File: src/hw/adcseq_defines.vh
// Register map, field positions, reset values and counts of the converter sequencer
// Included by the sequencer; holds definitions only
`ifndef ADCSEQ_DEFINES_VH
`define ADCSEQ_DEFINES_VH

// Printed offsets are register indices; byte address is four times the index
`define ADCSEQ_IDX_RESULT       8'h19
`define ADCSEQ_IDX_CHANNEL      8'h1B
`define ADCSEQ_IDX_TRIGGER      8'h1C
`define ADCSEQ_IDX_CONTROL      8'h1D
`define ADCSEQ_ADDR_RESULT      12'h064
`define ADCSEQ_ADDR_CHANNEL     12'h06C
`define ADCSEQ_ADDR_TRIGGER     12'h070
`define ADCSEQ_ADDR_CONTROL     12'h074

// Control register fields
`define ADCSEQ_BIT_ENABLE       7
`define ADCSEQ_BIT_START        6
`define ADCSEQ_BIT_AUTO         5
`define ADCSEQ_BIT_DONE         4
`define ADCSEQ_BIT_IRQ_EN       3
`define ADCSEQ_DIV_MSB          2
`define ADCSEQ_DIV_LSB          0

`define ADCSEQ_RESET_BYTE       8'h00

// Conversion lengths in converter clock cycles
`define ADCSEQ_FIRST_CYCLES     5'd25
`define ADCSEQ_NORMAL_CYCLES    5'd13

// Sample point, converter cycles from the start of a conversion
`define ADCSEQ_HOLD_FIRST       5'd16
`define ADCSEQ_HOLD_NORMAL      5'd3

// Trigger source codes
`define ADCSEQ_TRG_FREE         3'h0
`define ADCSEQ_TRG_COMPARATOR   3'h1
`define ADCSEQ_TRG_EXT_IRQ0     3'h2
`define ADCSEQ_TRG_T0_CMP_A     3'h3
`define ADCSEQ_TRG_T0_OVF       3'h4
`define ADCSEQ_TRG_T0_CMP_B     3'h5
`define ADCSEQ_TRG_PIN_CHANGE   3'h6
`define ADCSEQ_TRG_T0_CAPTURE   3'h7

`endif

File: src/hw/adcseq_top.v
// Digital sequencer of an 8-bit successive-approximation converter, APB slave
// Assumes APB master on pclk; analog core returns a sampled 8-bit code per channel
`timescale 1ns/1ps
`include "adcseq_defines.vh"

module adcseq_top (
  input  wire        pclk,
  input  wire        presetn,
  input  wire        psel,
  input  wire        penable,
  input  wire        pwrite,
  input  wire [11:0] paddr,
  input  wire [31:0] pwdata,
  output reg  [31:0] prdata,
  output reg         pready,
  output reg         pslverr,
  input  wire        global_irq_enable,
  input  wire        irq_vector_ack,
  input  wire        sleep_noise_or_idle,
  input  wire [6:0]  trigger_flags,
  input  wire [7:0]  analog_code_0,
  input  wire [7:0]  analog_code_1,
  input  wire [7:0]  analog_code_2,
  input  wire [7:0]  analog_code_3,
  output reg         conversion_irq,
  output reg  [1:0]  analog_channel,
  output reg         analog_powered,
  output reg         analog_sample
);

  // Maps divider code to terminal count (division factor minus one)
  function [6:0] adcseq_div_top;
    input [2:0] code;
    begin
      case (code)
        3'h0, 3'h1: adcseq_div_top = 7'h01;
        3'h2:       adcseq_div_top = 7'h03;
        3'h3:       adcseq_div_top = 7'h07;
        3'h4:       adcseq_div_top = 7'h0F;
        3'h5:       adcseq_div_top = 7'h1F;
        3'h6:       adcseq_div_top = 7'h3F;
        default:    adcseq_div_top = 7'h7F;
      endcase
    end
  endfunction

  // Selects the trigger flag; code 0 (free running) follows the done flag
  function adcseq_trig_pick;
    input [2:0] code;
    input [6:0] flags;
    input       done;
    begin
      if (code == `ADCSEQ_TRG_FREE)
        adcseq_trig_pick = done;
      else
        adcseq_trig_pick = flags[code - 3'h1];
    end
  endfunction

  // True for the four decoded register words
  function adcseq_mapped;
    input [11:0] addr;
    begin
      adcseq_mapped = (addr == `ADCSEQ_ADDR_CONTROL) || (addr == `ADCSEQ_ADDR_CHANNEL)
                      || (addr == `ADCSEQ_ADDR_TRIGGER) || (addr == `ADCSEQ_ADDR_RESULT);
    end
  endfunction

  // Conversion length; the first one after enabling is longer
  function [4:0] adcseq_conv_len;
    input first;
    begin
      if (first)
        adcseq_conv_len = `ADCSEQ_FIRST_CYCLES;
      else
        adcseq_conv_len = `ADCSEQ_NORMAL_CYCLES;
    end
  endfunction

  // Sample point of a conversion of the given length
  function [4:0] adcseq_hold_at;
    input [4:0] len;
    begin
      if (len == `ADCSEQ_FIRST_CYCLES)
        adcseq_hold_at = `ADCSEQ_HOLD_FIRST;
      else
        adcseq_hold_at = `ADCSEQ_HOLD_NORMAL;
    end
  endfunction

  reg        enable_reg;
  reg        busy_reg;
  reg        auto_reg;
  reg        done_reg;
  reg        irq_en_reg;
  reg  [2:0] div_sel_reg;
  reg  [1:0] chan_reg;
  reg  [2:0] trig_sel_reg;
  reg  [7:0] result_reg;
  reg  [6:0] presc_reg;
  reg  [4:0] cyc_reg;
  reg  [4:0] len_reg;
  reg        first_reg;
  reg        pend_reg;
  reg        running_reg;
  reg        trig_prev_reg;
  reg        sleep_prev_reg;

  wire       acc        = psel & penable;
  wire       wr         = acc & pwrite;
  wire       setup      = psel & ~penable;
  wire       setup_rd   = setup & ~pwrite;
  wire       wr_ctl     = wr && (paddr == `ADCSEQ_ADDR_CONTROL);
  wire       wr_chan    = wr && (paddr == `ADCSEQ_ADDR_CHANNEL);
  wire       wr_trig    = wr && (paddr == `ADCSEQ_ADDR_TRIGGER);
  wire       en_wr      = wr_ctl && pwdata[`ADCSEQ_BIT_ENABLE];
  wire       dis_wr     = wr_ctl && !pwdata[`ADCSEQ_BIT_ENABLE];
  wire       done_clr   = irq_vector_ack || (wr_ctl && pwdata[`ADCSEQ_BIT_DONE]);
  wire       clk_tick   = enable_reg && (presc_reg == adcseq_div_top(div_sel_reg));
  wire       trig_now   = adcseq_trig_pick(trig_sel_reg, trigger_flags, done_reg);
  // Free running selection is masked so switching to it never fakes an edge
  wire       trig_edge  = auto_reg && trig_now && !trig_prev_reg
                          && (trig_sel_reg != `ADCSEQ_TRG_FREE);
  wire       finishing  = running_reg && clk_tick && (cyc_reg == len_reg - 5'd1);
  wire       free_run   = auto_reg && (trig_sel_reg == `ADCSEQ_TRG_FREE);
  wire       sleep_edge = sleep_noise_or_idle && !sleep_prev_reg;
  // A start while disabled is dropped; the enable must come in the same write
  wire       start_wr   = en_wr && pwdata[`ADCSEQ_BIT_START];
  // Sleep start needs an idle, enabled converter in single mode
  wire       sleep_go   = sleep_edge && enable_reg && !busy_reg && !auto_reg;
  wire       trig_go    = trig_edge && enable_reg && !busy_reg;
  // Hold point sits later in the first conversion while the core settles
  wire [4:0] hold_cyc   = adcseq_hold_at(len_reg) - 5'd1;
  reg  [7:0] sample_code;

  // The core reads the locked channel, never the buffer software writes
  always @* begin
    case (analog_channel)
      2'h0:    sample_code = analog_code_0;
      2'h1:    sample_code = analog_code_1;
      2'h2:    sample_code = analog_code_2;
      default: sample_code = analog_code_3;
    endcase
  end

  // APB handshake: one access cycle, no wait states, error on unmapped words
  always @(posedge pclk or negedge presetn) begin
    if (!presetn) begin
      pready  <= 1'b0;
      pslverr <= 1'b0;
    end else begin
      pready  <= setup;
      pslverr <= setup & ~adcseq_mapped(paddr);
    end
  end

  // Read data registered at setup so it stands through the access cycle
  always @(posedge pclk or negedge presetn) begin
    if (!presetn) begin
      prdata <= 32'h00000000;
    end else begin
      prdata <= 32'h00000000;
      if (setup_rd) begin
        if (paddr == `ADCSEQ_ADDR_CONTROL)
          prdata <= {24'h000000, enable_reg, busy_reg, auto_reg, done_reg,
                     irq_en_reg, div_sel_reg};
        else if (paddr == `ADCSEQ_ADDR_CHANNEL)
          prdata <= {30'h00000000, chan_reg};
        else if (paddr == `ADCSEQ_ADDR_TRIGGER)
          prdata <= {29'h00000000, trig_sel_reg};
        else if (paddr == `ADCSEQ_ADDR_RESULT)
          prdata <= {24'h000000, result_reg};
      end
    end
  end

  // Control fields; writes take effect at the edge ending the access cycle
  always @(posedge pclk or negedge presetn) begin
    if (!presetn) begin
      enable_reg  <= 1'b0;
      auto_reg    <= 1'b0;
      irq_en_reg  <= 1'b0;
      div_sel_reg <= 3'h0;
    end else if (wr_ctl) begin
      enable_reg  <= pwdata[`ADCSEQ_BIT_ENABLE];
      auto_reg    <= pwdata[`ADCSEQ_BIT_AUTO];
      irq_en_reg  <= pwdata[`ADCSEQ_BIT_IRQ_EN];
      div_sel_reg <= pwdata[`ADCSEQ_DIV_MSB:`ADCSEQ_DIV_LSB];
    end
  end

  // Trigger source select
  always @(posedge pclk or negedge presetn) begin
    if (!presetn)
      trig_sel_reg <= 3'h0;
    else if (wr_trig)
      trig_sel_reg <= pwdata[2:0];
  end

  // Channel buffer; the core copy is refreshed only outside a conversion
  always @(posedge pclk or negedge presetn) begin
    if (!presetn)
      chan_reg <= 2'h0;
    else if (wr_chan)
      chan_reg <= pwdata[1:0];
  end

  // Edge history of the trigger and sleep inputs
  always @(posedge pclk or negedge presetn) begin
    if (!presetn) begin
      trig_prev_reg  <= 1'b0;
      sleep_prev_reg <= 1'b0;
    end else begin
      trig_prev_reg  <= trig_now;
      sleep_prev_reg <= sleep_noise_or_idle;
    end
  end

  // Prescaler held reset while off; a trigger restarts it for a fixed latency
  always @(posedge pclk or negedge presetn) begin
    if (!presetn)
      presc_reg <= 7'h00;
    else if (!enable_reg || trig_go || clk_tick)
      presc_reg <= 7'h00;
    else
      presc_reg <= presc_reg + 7'h01;
  end

  // Done flag and request; a hardware set wins over a clear in the same cycle
  always @(posedge pclk or negedge presetn) begin
    if (!presetn) begin
      done_reg       <= 1'b0;
      conversion_irq <= 1'b0;
    end else begin
      if (finishing)
        done_reg <= 1'b1;
      else if (done_clr)
        done_reg <= 1'b0;
      conversion_irq <= (done_reg || finishing) && irq_en_reg
                        && global_irq_enable;
    end
  end

  // Core interface; channel follows the buffer while idle or at completion
  always @(posedge pclk or negedge presetn) begin
    if (!presetn) begin
      analog_channel <= 2'h0;
      analog_powered <= 1'b0;
    end else begin
      analog_powered <= enable_reg;
      if (!busy_reg || finishing)
        analog_channel <= chan_reg;
    end
  end

  // Conversion sequencer: request, length count, completion and abort
  always @(posedge pclk or negedge presetn) begin
    if (!presetn) begin
      busy_reg      <= 1'b0;
      pend_reg      <= 1'b0;
      running_reg   <= 1'b0;
      cyc_reg       <= 5'd0;
      len_reg       <= `ADCSEQ_NORMAL_CYCLES;
      first_reg     <= 1'b0;
      result_reg    <= `ADCSEQ_RESET_BYTE;
      analog_sample <= 1'b0;
    end else begin
      analog_sample <= 1'b0;
      if (en_wr && !enable_reg)
        first_reg <= 1'b1;
      // Clearing the enable drops the conversion without setting the done flag, unless the write lands on the finishing cycle
      if (!enable_reg && !en_wr) begin
        busy_reg    <= 1'b0;
        pend_reg    <= 1'b0;
        running_reg <= 1'b0;
      end else if (dis_wr) begin
        busy_reg    <= 1'b0;
        pend_reg    <= 1'b0;
        running_reg <= 1'b0;
      end else if ((start_wr || sleep_go) && !busy_reg) begin
        busy_reg <= 1'b1;
        pend_reg <= 1'b1;
      end else if (trig_go) begin
        busy_reg    <= 1'b1;
        pend_reg    <= 1'b0;
        running_reg <= 1'b1;
        cyc_reg     <= 5'd0;
        len_reg     <= adcseq_conv_len(first_reg);
        first_reg   <= 1'b0;
      end else if (pend_reg && clk_tick) begin
        pend_reg    <= 1'b0;
        running_reg <= 1'b1;
        cyc_reg     <= 5'd0;
        len_reg     <= adcseq_conv_len(first_reg);
        first_reg   <= 1'b0;
      end else if (finishing) begin
        result_reg <= sample_code;
        cyc_reg    <= 5'd0;
        len_reg    <= `ADCSEQ_NORMAL_CYCLES;
        // Free running keeps busy high and restarts at once
        if (free_run) begin
          running_reg <= 1'b1;
        end else begin
          running_reg <= 1'b0;
          busy_reg    <= 1'b0;
        end
      end else if (running_reg && clk_tick) begin
        cyc_reg <= cyc_reg + 5'd1;
        if (cyc_reg == hold_cyc)
          analog_sample <= 1'b1;
      end
    end
  end

endmodule // adcseq_top

File: config.mk
export PLATFORM = sky130hd
export DESIGN_NAME = adcseq_top
export DESIGN_NICKNAME = d
export VERILOG_FILES = /design/src/hw/adcseq_top.v
export VERILOG_INCLUDE_DIRS = /design/src /design/src/hw
export SDC_FILE = /design/constraint.sdc
export NUM_CORES = 1
export LEC_CHECK = 0
export BUFFER_PORTS_ARGS = -buffer_cell sky130_fd_sc_hd__buf_2
export CAP_MARGIN = 15
export CORE_UTILIZATION = 40
export CTS_CLUSTER_SIZE = 10
export DETAILED_ROUTE_END_ITERATION = 6
export PLACE_DENSITY = 0.68
export SETUP_SLACK_MARGIN = 0.15
export SLEW_MARGIN = 25
export SYNTH_ARGS = -nofsm -noshare
export SYNTH_HDL_FRONTEND = slang
export SYNTH_SLANG_ARGS = --single-unit
File: constraint.sdc
create_clock -name pclk -period 3.96 [get_ports pclk]
set_clock_uncertainty 0.2 [all_clocks]
set_input_delay 0.594 -clock pclk [delete_from_list [all_inputs] [get_ports pclk]]
set_output_delay 0.594 -clock pclk [all_outputs]
set_load 0.01 [all_outputs]
==> results of run 1 <==
[routing by layer]
layer / track usage (%) / vias to the layer above / wire length (microns)
met1: 23.26 / 1283 / 3278
met4: 7.031 / 0 / 146
met2: 31.84 / 88 / 3550
met3: 2.736 / 12 / 313
met5: 0 / - / 0
li1: - / 1261 / -
[worst reg2reg max path, stage by stage (launching register included)]
cell	delay [ns]
dfrtp_1	0.43
inv_1	0.13
ha_1	0.36
mux4_2	0.37
nand4_1	0.13
o211ai_1	0.22
a2111oi_4	0.76
mux2_2	0.42
[cell families (layout without fill, tap and decap cells)]
group	count (synthesis)	count (layout)	share of synthesized area, %
and+or+nand+nor	109	109	17.73
DFF	55	55	42.27
other	1	24	0.1151
buffers and inverters	46	105	8.445
AOI/OAI and AO/OA	60	60	13.97
muxes	31	31	13.67
xor gates and xnor gates	7	7	1.881
adders and majority gates	5	5	1.919
[Yosys cell counts, drive strengths merged, types with 2 or more instances]
library cell	n
o21ai	8
and3	5
o211ai	6
a32oi	2
nor3	3
a21o	2
ha	5
o22ai	3
a22oi	5
clkbuf	3
and2	7
nand4	12
nor2b	4
mux4	9
a2111oi	3
o21bai	2
mux2	18
nand2	18
a31oi	2
nand2b	4
nand3b	2
a21bo	2
mux2i	4
dfrtp	54
xnor2	5
inv	14
buf	29
and4	2
a21oi	13
nand3	15
nor2	30
xor2	2
[layout make-up]
class                   count  area [sq um]  share of cell area (%)
inverters                  14         52.55                   1.396
flip-flops and latches     55          1378                   36.60
well taps                 102         127.6                   3.391
multi-input cells         236          1693                   44.98
clock buffers               5         68.82                   1.828
repair buffers             84         427.9                   11.37
clock inverters             2         16.27                  0.4322
[final timing paths]
| path | from | endpoint | slack (ns) | cells after the start |
|---|---|---|---|---|
| min in group pclk | sleep_noise_or_idle | sleep_prev_reg$_DFF_PN0_ | 0.20 | 1 |
| max reg2reg | trig_sel_reg[0]$_DFFE_PN0P_ | result_reg[3]$_DFFE_PN0P_ | 0.83 | 7 |
| max | trig_sel_reg[0]$_DFFE_PN0P_ | result_reg[3]$_DFFE_PN0P_ | 0.83 | 7 |
| min | presetn | pready$_DFF_PN0_ | 0.12 | 1 |
| min reg2reg | first_reg$_DFF_PN0_ | len_reg[2]$_DFFE_PN1P_ | 0.25 | 1 |
| max in group asynchronous | presetn | pend_reg$_DFFE_PN0P_ | 2.65 | 2 |
[metrics by stage]
step	instances	area, sq um	hold WS, ns
2_1_floorplan	337	3346	0.09841
3_3_place_gp	491	3679	0.2332
3_5_place_dp	491	3679	0.2429
4_1_cts	498	3764	0.1501
5_1_grt	498	3764	0.1825
6_report	498	3764	0.1164
[power by group]
| part | leakage, uW | switching (uW) | internal [uW] |
|---|---|---|---|
| Sequential | 0.000716 | 0.783 | 563 |
| Combinational | 0.00102 | 44.8 | 36.5 |
| Clock | 0.0000406 | 187 | 124 |
| Total | 0.00177 | 232 | 724 |
[layout by cell type, fill, tap and decap left out, types with 6 or more instances in the layout]
master    Yosys  routed
buf_2         0      81
dfrtp_1      54      54
nor2_1       30      30
conb_1        1      24
nand2_1      18      18
mux2_2       18      18
nand3_1      15      15
inv_1        14      14
a21oi_1      13      13
nand4_1      12      12
mux4_2        9       9
o21ai_0       8       8
o211ai_1      6       6
==> impl_metrics.py, run 1 <==
metrics = {
    "global_routing": {
        "grt_max_degree": 33,
        "grt_pass1_vias": 2689,
        "grt_antenna_before_repair": 0,
        "grt_overflow": 0,
        "grt_use_total_pct": 18.45,
        "grt_pass1_wl_microns": 12510,
    },
    "detailed_routing": {
        "firstDrtPassIters": 4,
        "via_per_inst": 5.309,
        "drtAntennaViolNets": 0,
        "drc": 0,
        "via_count": 2644,
        "drt_wl_total_microns": 7288,
        "drt_iter0_markers": 85,
        "wire_per_inst_microns": 14.63,
    },
    "setup_path": {
        "cp.required_ns": 3.97,
        "crit_fanout": 8,
        "startpoint_type": "register",
        "cp_slowest_stage_delay_ns": 0.76,
        "crit_buf_inv": 1,
        "crit_family": "compound AO/OA/AOI/OAI gates",
        "crit_arrival_ns": 3.14,
        "cp-end-kind": "register",
        "slowest_stage": "a2111oi_4",
        "critPathKind": "reg2reg",
        "cp_cell_sequence": "inv_1 -> ha_1 -> mux4_2 -> nand4_1 -> o211ai_1 -> a2111oi_4 -> mux2_2",
    },
    "synth": {
        "syn_area_sq_um": 3259,
        "synth_edf_count": 0,
        "syn_avg_cell_area_sq_um": 10.38,
        "netlist.area_leader.share_pct": 41.46,
        "synthCells": 314,
        "async_flop_share_pct": 100.0,
        "ys.flop_type": "dfrtp_1",
        "ys_seq_area_share_pct": 42.26,
        "synth.distinct_cells": 60,
        "yosys_register_bits": 55,
        "netlist_top_cells_area": "dfrtp_1 (41%), mux2_2 (6.2%), mux4_2 (6.2%)",
        "yosysWarningCount": 0,
        "yosys.area.top_type": "dfrtp_1",
    },
    "floorplanning": {
        "io_pins": 130,
        "start_util_pct": 41.75,
        "dieWidth_microns": 92.27,
        "die_y_microns": 92.27,
        "fp.coreArea_sq_um": 7807,
        "dieArea_sq_um": 8514,
        "rows": 32,
    },
    "sta": {
        "setup_viol": 0,
        "setup_tns_ns": 0,
        "finalWorstSetupSlack_ns": 0.8264,
        "fmax_ghz": 0.3191,
        "min_period_over_period_pct": 79.13,
        "hold_viol": 0,
        "tightest_slew_ns": 0.7127,
        "max-slew-margin-rel_pct": 52.48,
        "drv_slew": 0,
        "period_needed_ns": 3.134,
        "rsz0062_at_grt": "no",
    },
    "clock_network": {
        "path_clk_slew_ns": 0.11,
        "root_buffer": "clkbuf_8",
        "clk_path_buf_depth": 2,
        "cts_tree": "done",
        "insertion_delay_ns": 0.32,
        "cts_buffers": 5,
        "ctsHoldBuffers": 0,
        "cts_sinks": 55,
        "cts-resized-gates": 0,
        "post_cts.repair.setup_buffers": 0,
        "cts.htree.levels": 2,
    },
    "finish": {
        "diodes": 0,
        "syn_to_final_growth_pct": 15.47,
        "nNetsFinal": 492,
        "drive_gt1_share_pct": 32.32,
        "post-route-util_pct": 48.21,
        "n_fill_cell": 733,
    },
    "run_status": {
        "status": "completed",
    },
    "place": {
        "hpwl_microns": 5724,
        "place_ws_ns": 0.7876,
        "numPortBuffers": 81,
        "place_congestion": 0.8632,
    },
    "power_and_ir_drop": {
        "power_leakage_uw": 0.001774,
        "power_uw": 955.8,
        "power_density_nw_per_um2": 253.9,
        "ir_drop_mv": 0.1284,
    },
    "job": {
        "cap_violations": 0,
    },
    "worst_hold_path": {
        "hold_class": "in2async",
    },
}
Note: power is estimated with default switching activity, not from simulation.
==> run 2: changes to the inputs <==
==> constraint.sdc (replaced) <==
create_clock -name pclk -period 3 [get_ports pclk]
set_clock_uncertainty 0.2 [all_clocks]
set_input_delay 0.45 -clock pclk [delete_from_list [all_inputs] [get_ports pclk]]
set_output_delay 0.45 -clock pclk [all_outputs]
set_load 0.01 [all_outputs]
==> run 2 against run 1 <==
Net effect: critical path type unchanged; largest power group unchanged; fmax grew 15%; critical endpoint is now result_reg[4]$_DFFE_PN0P_; highest routed layer unchanged; clock power grew 37%; register-to-register slack lost 0.55 ns; total power grew 34%; non-clock buffer count grew 6.
==> impl_metrics.py, run 2 (synthesis results as in run 1) <==
metrics = {
    "finish": {
        "final_common_cell": "buf_2",
        "mostFrequentLayoutCells": "buf_2 (81), dfrtp_1 (54), nor2_1 (30)",
        "drive_gt1_share_pct": 34.00,
        "syn_to_final_growth_pct": 18.16,
        "nNetsFinal": 498,
        "multi_input_area_sq_um": 1709,
        "diodes": 0,
        "n_fill_cell": 732,
        "seqCellArea_sq_um": 1378,
    },
    "floorplanning": {
        "rows": 32,
        "fp.coreArea_sq_um": 7807,
        "io_pins": 130,
        "start_util_pct": 41.75,
        "dieWidth_microns": 92.27,
        "die_y_microns": 92.27,
        "dieArea_sq_um": 8514,
    },
    "sta": {
        "drv_slew": 0,
        "min_period_over_period_pct": 90.75,
        "fmax_ghz": 0.3673,
        "rsz0062_at_grt": "no",
        "period_needed_ns": 2.722,
        "setup_viol": 0,
        "setup_tns_ns": 0,
        "tightest_slew_ns": 0.5722,
        "hold_viol": 0,
        "max-slew-margin-rel_pct": 61.85,
    },
    "power_and_ir_drop": {
        "power_uw": 1280,
        "power_density_nw_per_um2": 332.2,
        "combPwrFrac_pct": 8.6,
        "p_sw_share_pct": 24.64,
        "ir_drop_mv": 0.2059,
        "p_int_uw": 964.2,
        "power_leakage_uw": 0.001809,
        "p_clk_share_pct": 33.2,
        "pwr-share-seq_pct": 58.2,
        "switchingPower_uw": 315.3,
    },
    "worst_hold_path": {
        "hold_class": "in2reg",
    },
    "detailed_routing": {
        "drt_wl_total_microns": 7237,
        "via_count": 2696,
        "via_per_inst": 5.339,
        "firstDrtPassIters": 4,
        "drc": 0,
        "drtAntennaViolNets": 0,
        "wire_per_inst_microns": 14.33,
        "drt_iter0_markers": 79,
    },
    "place": {
        "hpwl_microns": 5704,
        "numPortBuffers": 81,
        "place_congestion": 0.8576,
    },
    "setup_path": {
        "r2r_end": "result_reg[4]$_DFFE_PN0P_",
        "cp-endpoint": "result_reg[4]$_DFFE_PN0P_",
        "critPathKind": "reg2reg",
        "crit-reg2reg-launch": "trig_sel_reg[1]$_DFFE_PN0P_",
        "startpoint_type": "register",
        "crit_arrival_ns": 2.72,
        "cp-end-kind": "register",
        "cp.required_ns": 3.00,
        "reg2reg_setup_slack_ns": 0.28,
        "crit_fanout": 8,
        "crit_start": "trig_sel_reg[1]$_DFFE_PN0P_",
        "rr_worst_depth": 8,
    },
    "clock_network": {
        "cts.htree.levels": 2,
        "clk_path_buf_depth": 2,
        "cts_sinks": 55,
        "cts_buffers": 5,
        "insertion_delay_ns": 0.31,
        "post_cts.repair.setup_buffers": 0,
        "root_buffer": "clkbuf_8",
        "cts_tree": "done",
        "path_clk_slew_ns": 0.11,
    },
    "job": {
        "cap_violations": 0,
    },
    "global_routing": {
        "grt_overflow": 0,
        "grt_antenna_before_repair": 0,
        "grt_use_total_pct": 18.31,
        "grt_max_degree": 33,
        "grt_pass1_vias": 2678,
        "grt_pass1_wl_microns": 12450,
    },
    "run_status": {
        "status": "completed",
    },
}
## run 2: changes by cell type in the layout (fill, tap and decap cells not counted), sizes merged
cell	previous run	this run
clkinv	0	1
dlygate4sd3	0	1
buf	84	89
## run 2: what timing repair did
action                                  CTS  global route
hold buffers                              1             0
endpoints found under the setup margin    0            16
hold endpoints to repair                 22             0
gates resized for setup                   0             4
## run 2: metal layers
| layer | wire (microns) | part of all wire [%] | track usage (%) |
|---|---|---|---|
| met1 | 3192 | 44 | 24.48 |
| met2 | 3632 | 50 | 30.66 |
| met3 | 341 | 4.7 | 2.985 |
| met4 | 71 | 0.98 | 5.078 |
| met5 | 0 | 0 | 0 |
## run 2: cell type report
cell class / count / area share (%)
Multi-Input combinational cell: 236 / 44.38
Sequential cell: 55 / 35.77
Tap cell: 102 / 3.314
Timing Repair Buffer: 90 / 12.77
Clock buffer: 5 / 1.787
Clock inverter: 3 / 0.6173
Inverter: 14 / 1.365
## run 2: worst min-delay path by stage
| stage | slack (ns) | depth (start not counted) | start | to |
|---|---|---|---|---|
| floorplan | -0.05 | 0 | presetn | analog_channel[0]$_DFFE_PN0P_ |
| global placement | 0.23 | 1 | first_reg$_DFF_PN0_ | len_reg[2]$_DFFE_PN1P_ |
| detailed placement | 0.24 | 1 | first_reg$_DFF_PN0_ | len_reg[2]$_DFFE_PN1P_ |
| finish | 0.06 | 1 | sleep_noise_or_idle | sleep_prev_reg$_DFF_PN0_ |
| CTS | 0.05 | 1 | sleep_noise_or_idle | sleep_prev_reg$_DFF_PN0_ |
| global route | 0.05 | 1 | sleep_noise_or_idle | sleep_prev_reg$_DFF_PN0_ |
## run 2: through the flow
step / std cells / cell area [sq um] / setup slack [ns] / utilization [%] / hold WS [ns]
after floorplan: 337 / 3346 / 0.3045 / - / -0.04559
final: 505 / 3851 / 0.2776 / 49.33 / 0.06237
after global placement: 496 / 3729 / 0.2327 / 47.76 / 0.2313
after global routing: 505 / 3851 / 0.1650 / 49.33 / 0.04560
after detailed placement: 496 / 3729 / 0.1743 / 47.76 / 0.2381
after CTS: 505 / 3831 / 0.1677 / 49.07 / 0.05211
## run 2: worst max-delay path, cell delays in order (launching register included)
cell	delay [ns]
dfrtp_1	0.38
inv_1	0.16
ha_4	0.25
mux4_2	0.34
nand4_1	0.12
o211ai_1	0.19
a2111oi_4	0.42
buf_6	0.20
mux2_2	0.35
## run 2: power groups by stage
stage / combinational (uW) / sequential [uW] / clock [uW]
global placement: 108 / 759 / 0
global route: 125 / 745 / 467
floorplan: 61.1 / 760 / 0
CTS: 112 / 745 / 440
detailed placement: 110 / 759 / 0
finish: 111 / 745 / 424
==> run 3: changes to the inputs <==
--- a/config.mk
+++ b/config.mk
@@ -6,7 +6,7 @@
 export SDC_FILE = /design/constraint.sdc
 export NUM_CORES = 1
 export LEC_CHECK = 0
-export BUFFER_PORTS_ARGS = -buffer_cell sky130_fd_sc_hd__buf_2
+export BUFFER_PORTS_ARGS = -buffer_cell sky130_fd_sc_hd__buf_4
 export CAP_MARGIN = 15
 export CORE_UTILIZATION = 40
 export CTS_CLUSTER_SIZE = 10
==> run 3 against run 2 <==
Net effect: the flow now finishes with violations (negative hold slack); largest power group unchanged; total power grew 1.4%; sequential share of layout area down 1.5 points; non-clock buffer count decreased by 2; die area unchanged; wire length shrank 0.54%; global-route usage decreased by 0.41 points; worst setup slack better by 0.0022 ns.
==> impl_metrics.py, run 3 (synthesis results as in run 1) <==
metrics = {
    "run_status": {
        "status": "complete, but fails checks",
        "failed_checks": "negative hold slack",
    },
    "clock_network": {
        "cts_tree": "done",
        "path_clk_slew_ns": 0.09,
        "cts.htree.levels": 2,
        "clk_path_buf_depth": 2,
        "root_buffer": "clkbuf_8",
        "insertion_delay_ns": 0.30,
        "post_cts.repair.setup_buffers": 0,
        "ctsHoldBuffers": 0,
        "cts_buffers": 5,
        "cts_sinks": 55,
        "cts-resized-gates": 0,
    },
    "sta": {
        "max-slew-margin-rel_pct": 54.25,
        "hold_viol": 38,
        "tightest_slew_ns": 0.6863,
        "setup_tns_ns": 0,
        "drv_slew": 0,
        "fmax_ghz": 0.3676,
        "setup_viol": 0,
        "rsz0062_at_grt": "no",
        "min_period_over_period_pct": 90.67,
        "holdWs_ns": -0.02269,
        "period_needed_ns": 2.720,
    },
    "global_routing": {
        "gr-usage-met2_pct": 30.78,
        "grt_pass1_vias": 2585,
        "grt_antenna_before_repair": 0,
        "grt_overflow": 0,
        "grt_max_degree": 56,
        "grt_pass1_wl_microns": 12030,
        "grt.busiest_layer": "met2",
        "gr-usage-met1_pct": 23.38,
        "grt_use_total_pct": 17.90,
        "grtUsageMet3_pct": 2.736,
    },
    "setup_path": {
        "slowest_stage": "a2111oi_4",
        "cp-end-kind": "register",
        "crit_arrival_ns": 2.72,
        "cp_slowest_stage_delay_ns": 0.42,
        "crit_fanout": 8,
        "critPathKind": "reg2reg",
        "startpoint_type": "register",
        "cp_cell_sequence": "inv_1 -> ha_4 -> mux4_2 -> nand4_1 -> o211ai_1 -> a2111oi_4 -> buf_6 -> mux2_2",
        "cp.required_ns": 3.00,
        "crit_family": "multiplexers",
        "crit_buf_inv": 2,
    },
    "finish": {
        "post-route-util_pct": 51.52,
        "diodes": 0,
        "final_common_cell": "buf_4",
        "drive_gt1_share_pct": 33.42,
        "syn_to_final_growth_pct": 23.42,
        "mostFrequentLayoutCells": "buf_4 (87), dfrtp_1 (54), nor2_1 (30)",
        "nNetsFinal": 496,
    },
    "power_and_ir_drop": {
        "power_density_nw_per_um2": 322.4,
        "ir_drop_mv": 0.1634,
        "power_uw": 1297,
        "power_leakage_uw": 0.001852,
    },
    "detailed_routing": {
        "via_count": 2656,
        "wire_per_inst_microns": 14.31,
        "drt_wl_total_microns": 7198,
        "drt_iter0_markers": 132,
        "via_per_inst": 5.280,
        "drc": 0,
        "firstDrtPassIters": 4,
        "drtAntennaViolNets": 0,
    },
    "floorplanning": {
        "io_pins": 130,
        "fp.coreArea_sq_um": 7807,
        "dieWidth_microns": 92.27,
        "die_y_microns": 92.27,
        "rows": 32,
        "dieArea_sq_um": 8514,
        "start_util_pct": 41.75,
    },
    "place": {
        "place_congestion": 0.8416,
        "numPortBuffers": 81,
        "hpwl_microns": 5603,
    },
    "worst_hold_path": {
        "hold_class": "in2async",
    },
    "job": {
        "cap_violations": 0,
    },
}
## run 3: routing by layer
metal | vias to the layer above | share of wire (%)
met5 | - | 0
met4 | 0 | 1.2
met3 | 9 | 4.4
met2 | 75 | 49
met1 | 1290 | 46
li1 | 1282 | -
## run 3: final timing paths
| path | from | to | slack, ns | depth (start not counted) |
|---|---|---|---|---|
| max in group asynchronous | presetn | pend_reg$_DFFE_PN0P_ | 2.16 | 1 |
| min reg2reg | first_reg$_DFF_PN0_ | len_reg[2]$_DFFE_PN1P_ | 0.27 | 1 |
| min in group pclk | sleep_noise_or_idle | sleep_prev_reg$_DFF_PN0_ | 0.06 | 1 |
| max | trig_sel_reg[1]$_DFFE_PN0P_ | result_reg[0]$_DFFE_PN0P_ | 0.28 | 8 |
| min | presetn | presc_reg[2]$_DFF_PN0_ | -0.02 | 1 |
| max reg2reg | trig_sel_reg[1]$_DFFE_PN0P_ | result_reg[0]$_DFFE_PN0P_ | 0.28 | 8 |
## run 3: per-stage QoR
| stage | area [sq um] | hold WS (ns) | setup slack (ns) | instances |
|---|---|---|---|---|
| floorplan | 3346 | -0.04559 | 0.3045 | 337 |
| global placement | 3911 | 0.2305 | 0.2177 | 495 |
| detailed placement | 3911 | 0.2528 | 0.1890 | 495 |
| CTS | 4006 | 0.006190 | 0.1823 | 503 |
| global route | 4023 | 0.02737 | 0.1958 | 503 |
| finish | 4023 | -0.02269 | 0.2798 | 503 |
## run 3: area by class of cell
cell class / instances / area (sq um)
Fill cell: 713 / 3785
Clock buffer: 7 / 86.33
Sequential cell: 55 / 1378
Multi-Input combinational cell: 236 / 1705
Tap cell: 102 / 127.6
Inverter: 14 / 52.55
Clock inverter: 1 / 8.758
Timing Repair Buffer: 88 / 664.4
## run 3: power by group
| group | leakage [uW] | switching [uW] | total (uW) | internal [uW] |
|---|---|---|---|---|
| Clock | 0.0000484 | 232 | 422 | 190 |
| Combinational | 0.00109 | 57.9 | 130 | 72.1 |
| Sequential | 0.000716 | 1.24 | 745 | 744 |
| Total | 0.00185 | 291 | 1300 | 1010 |
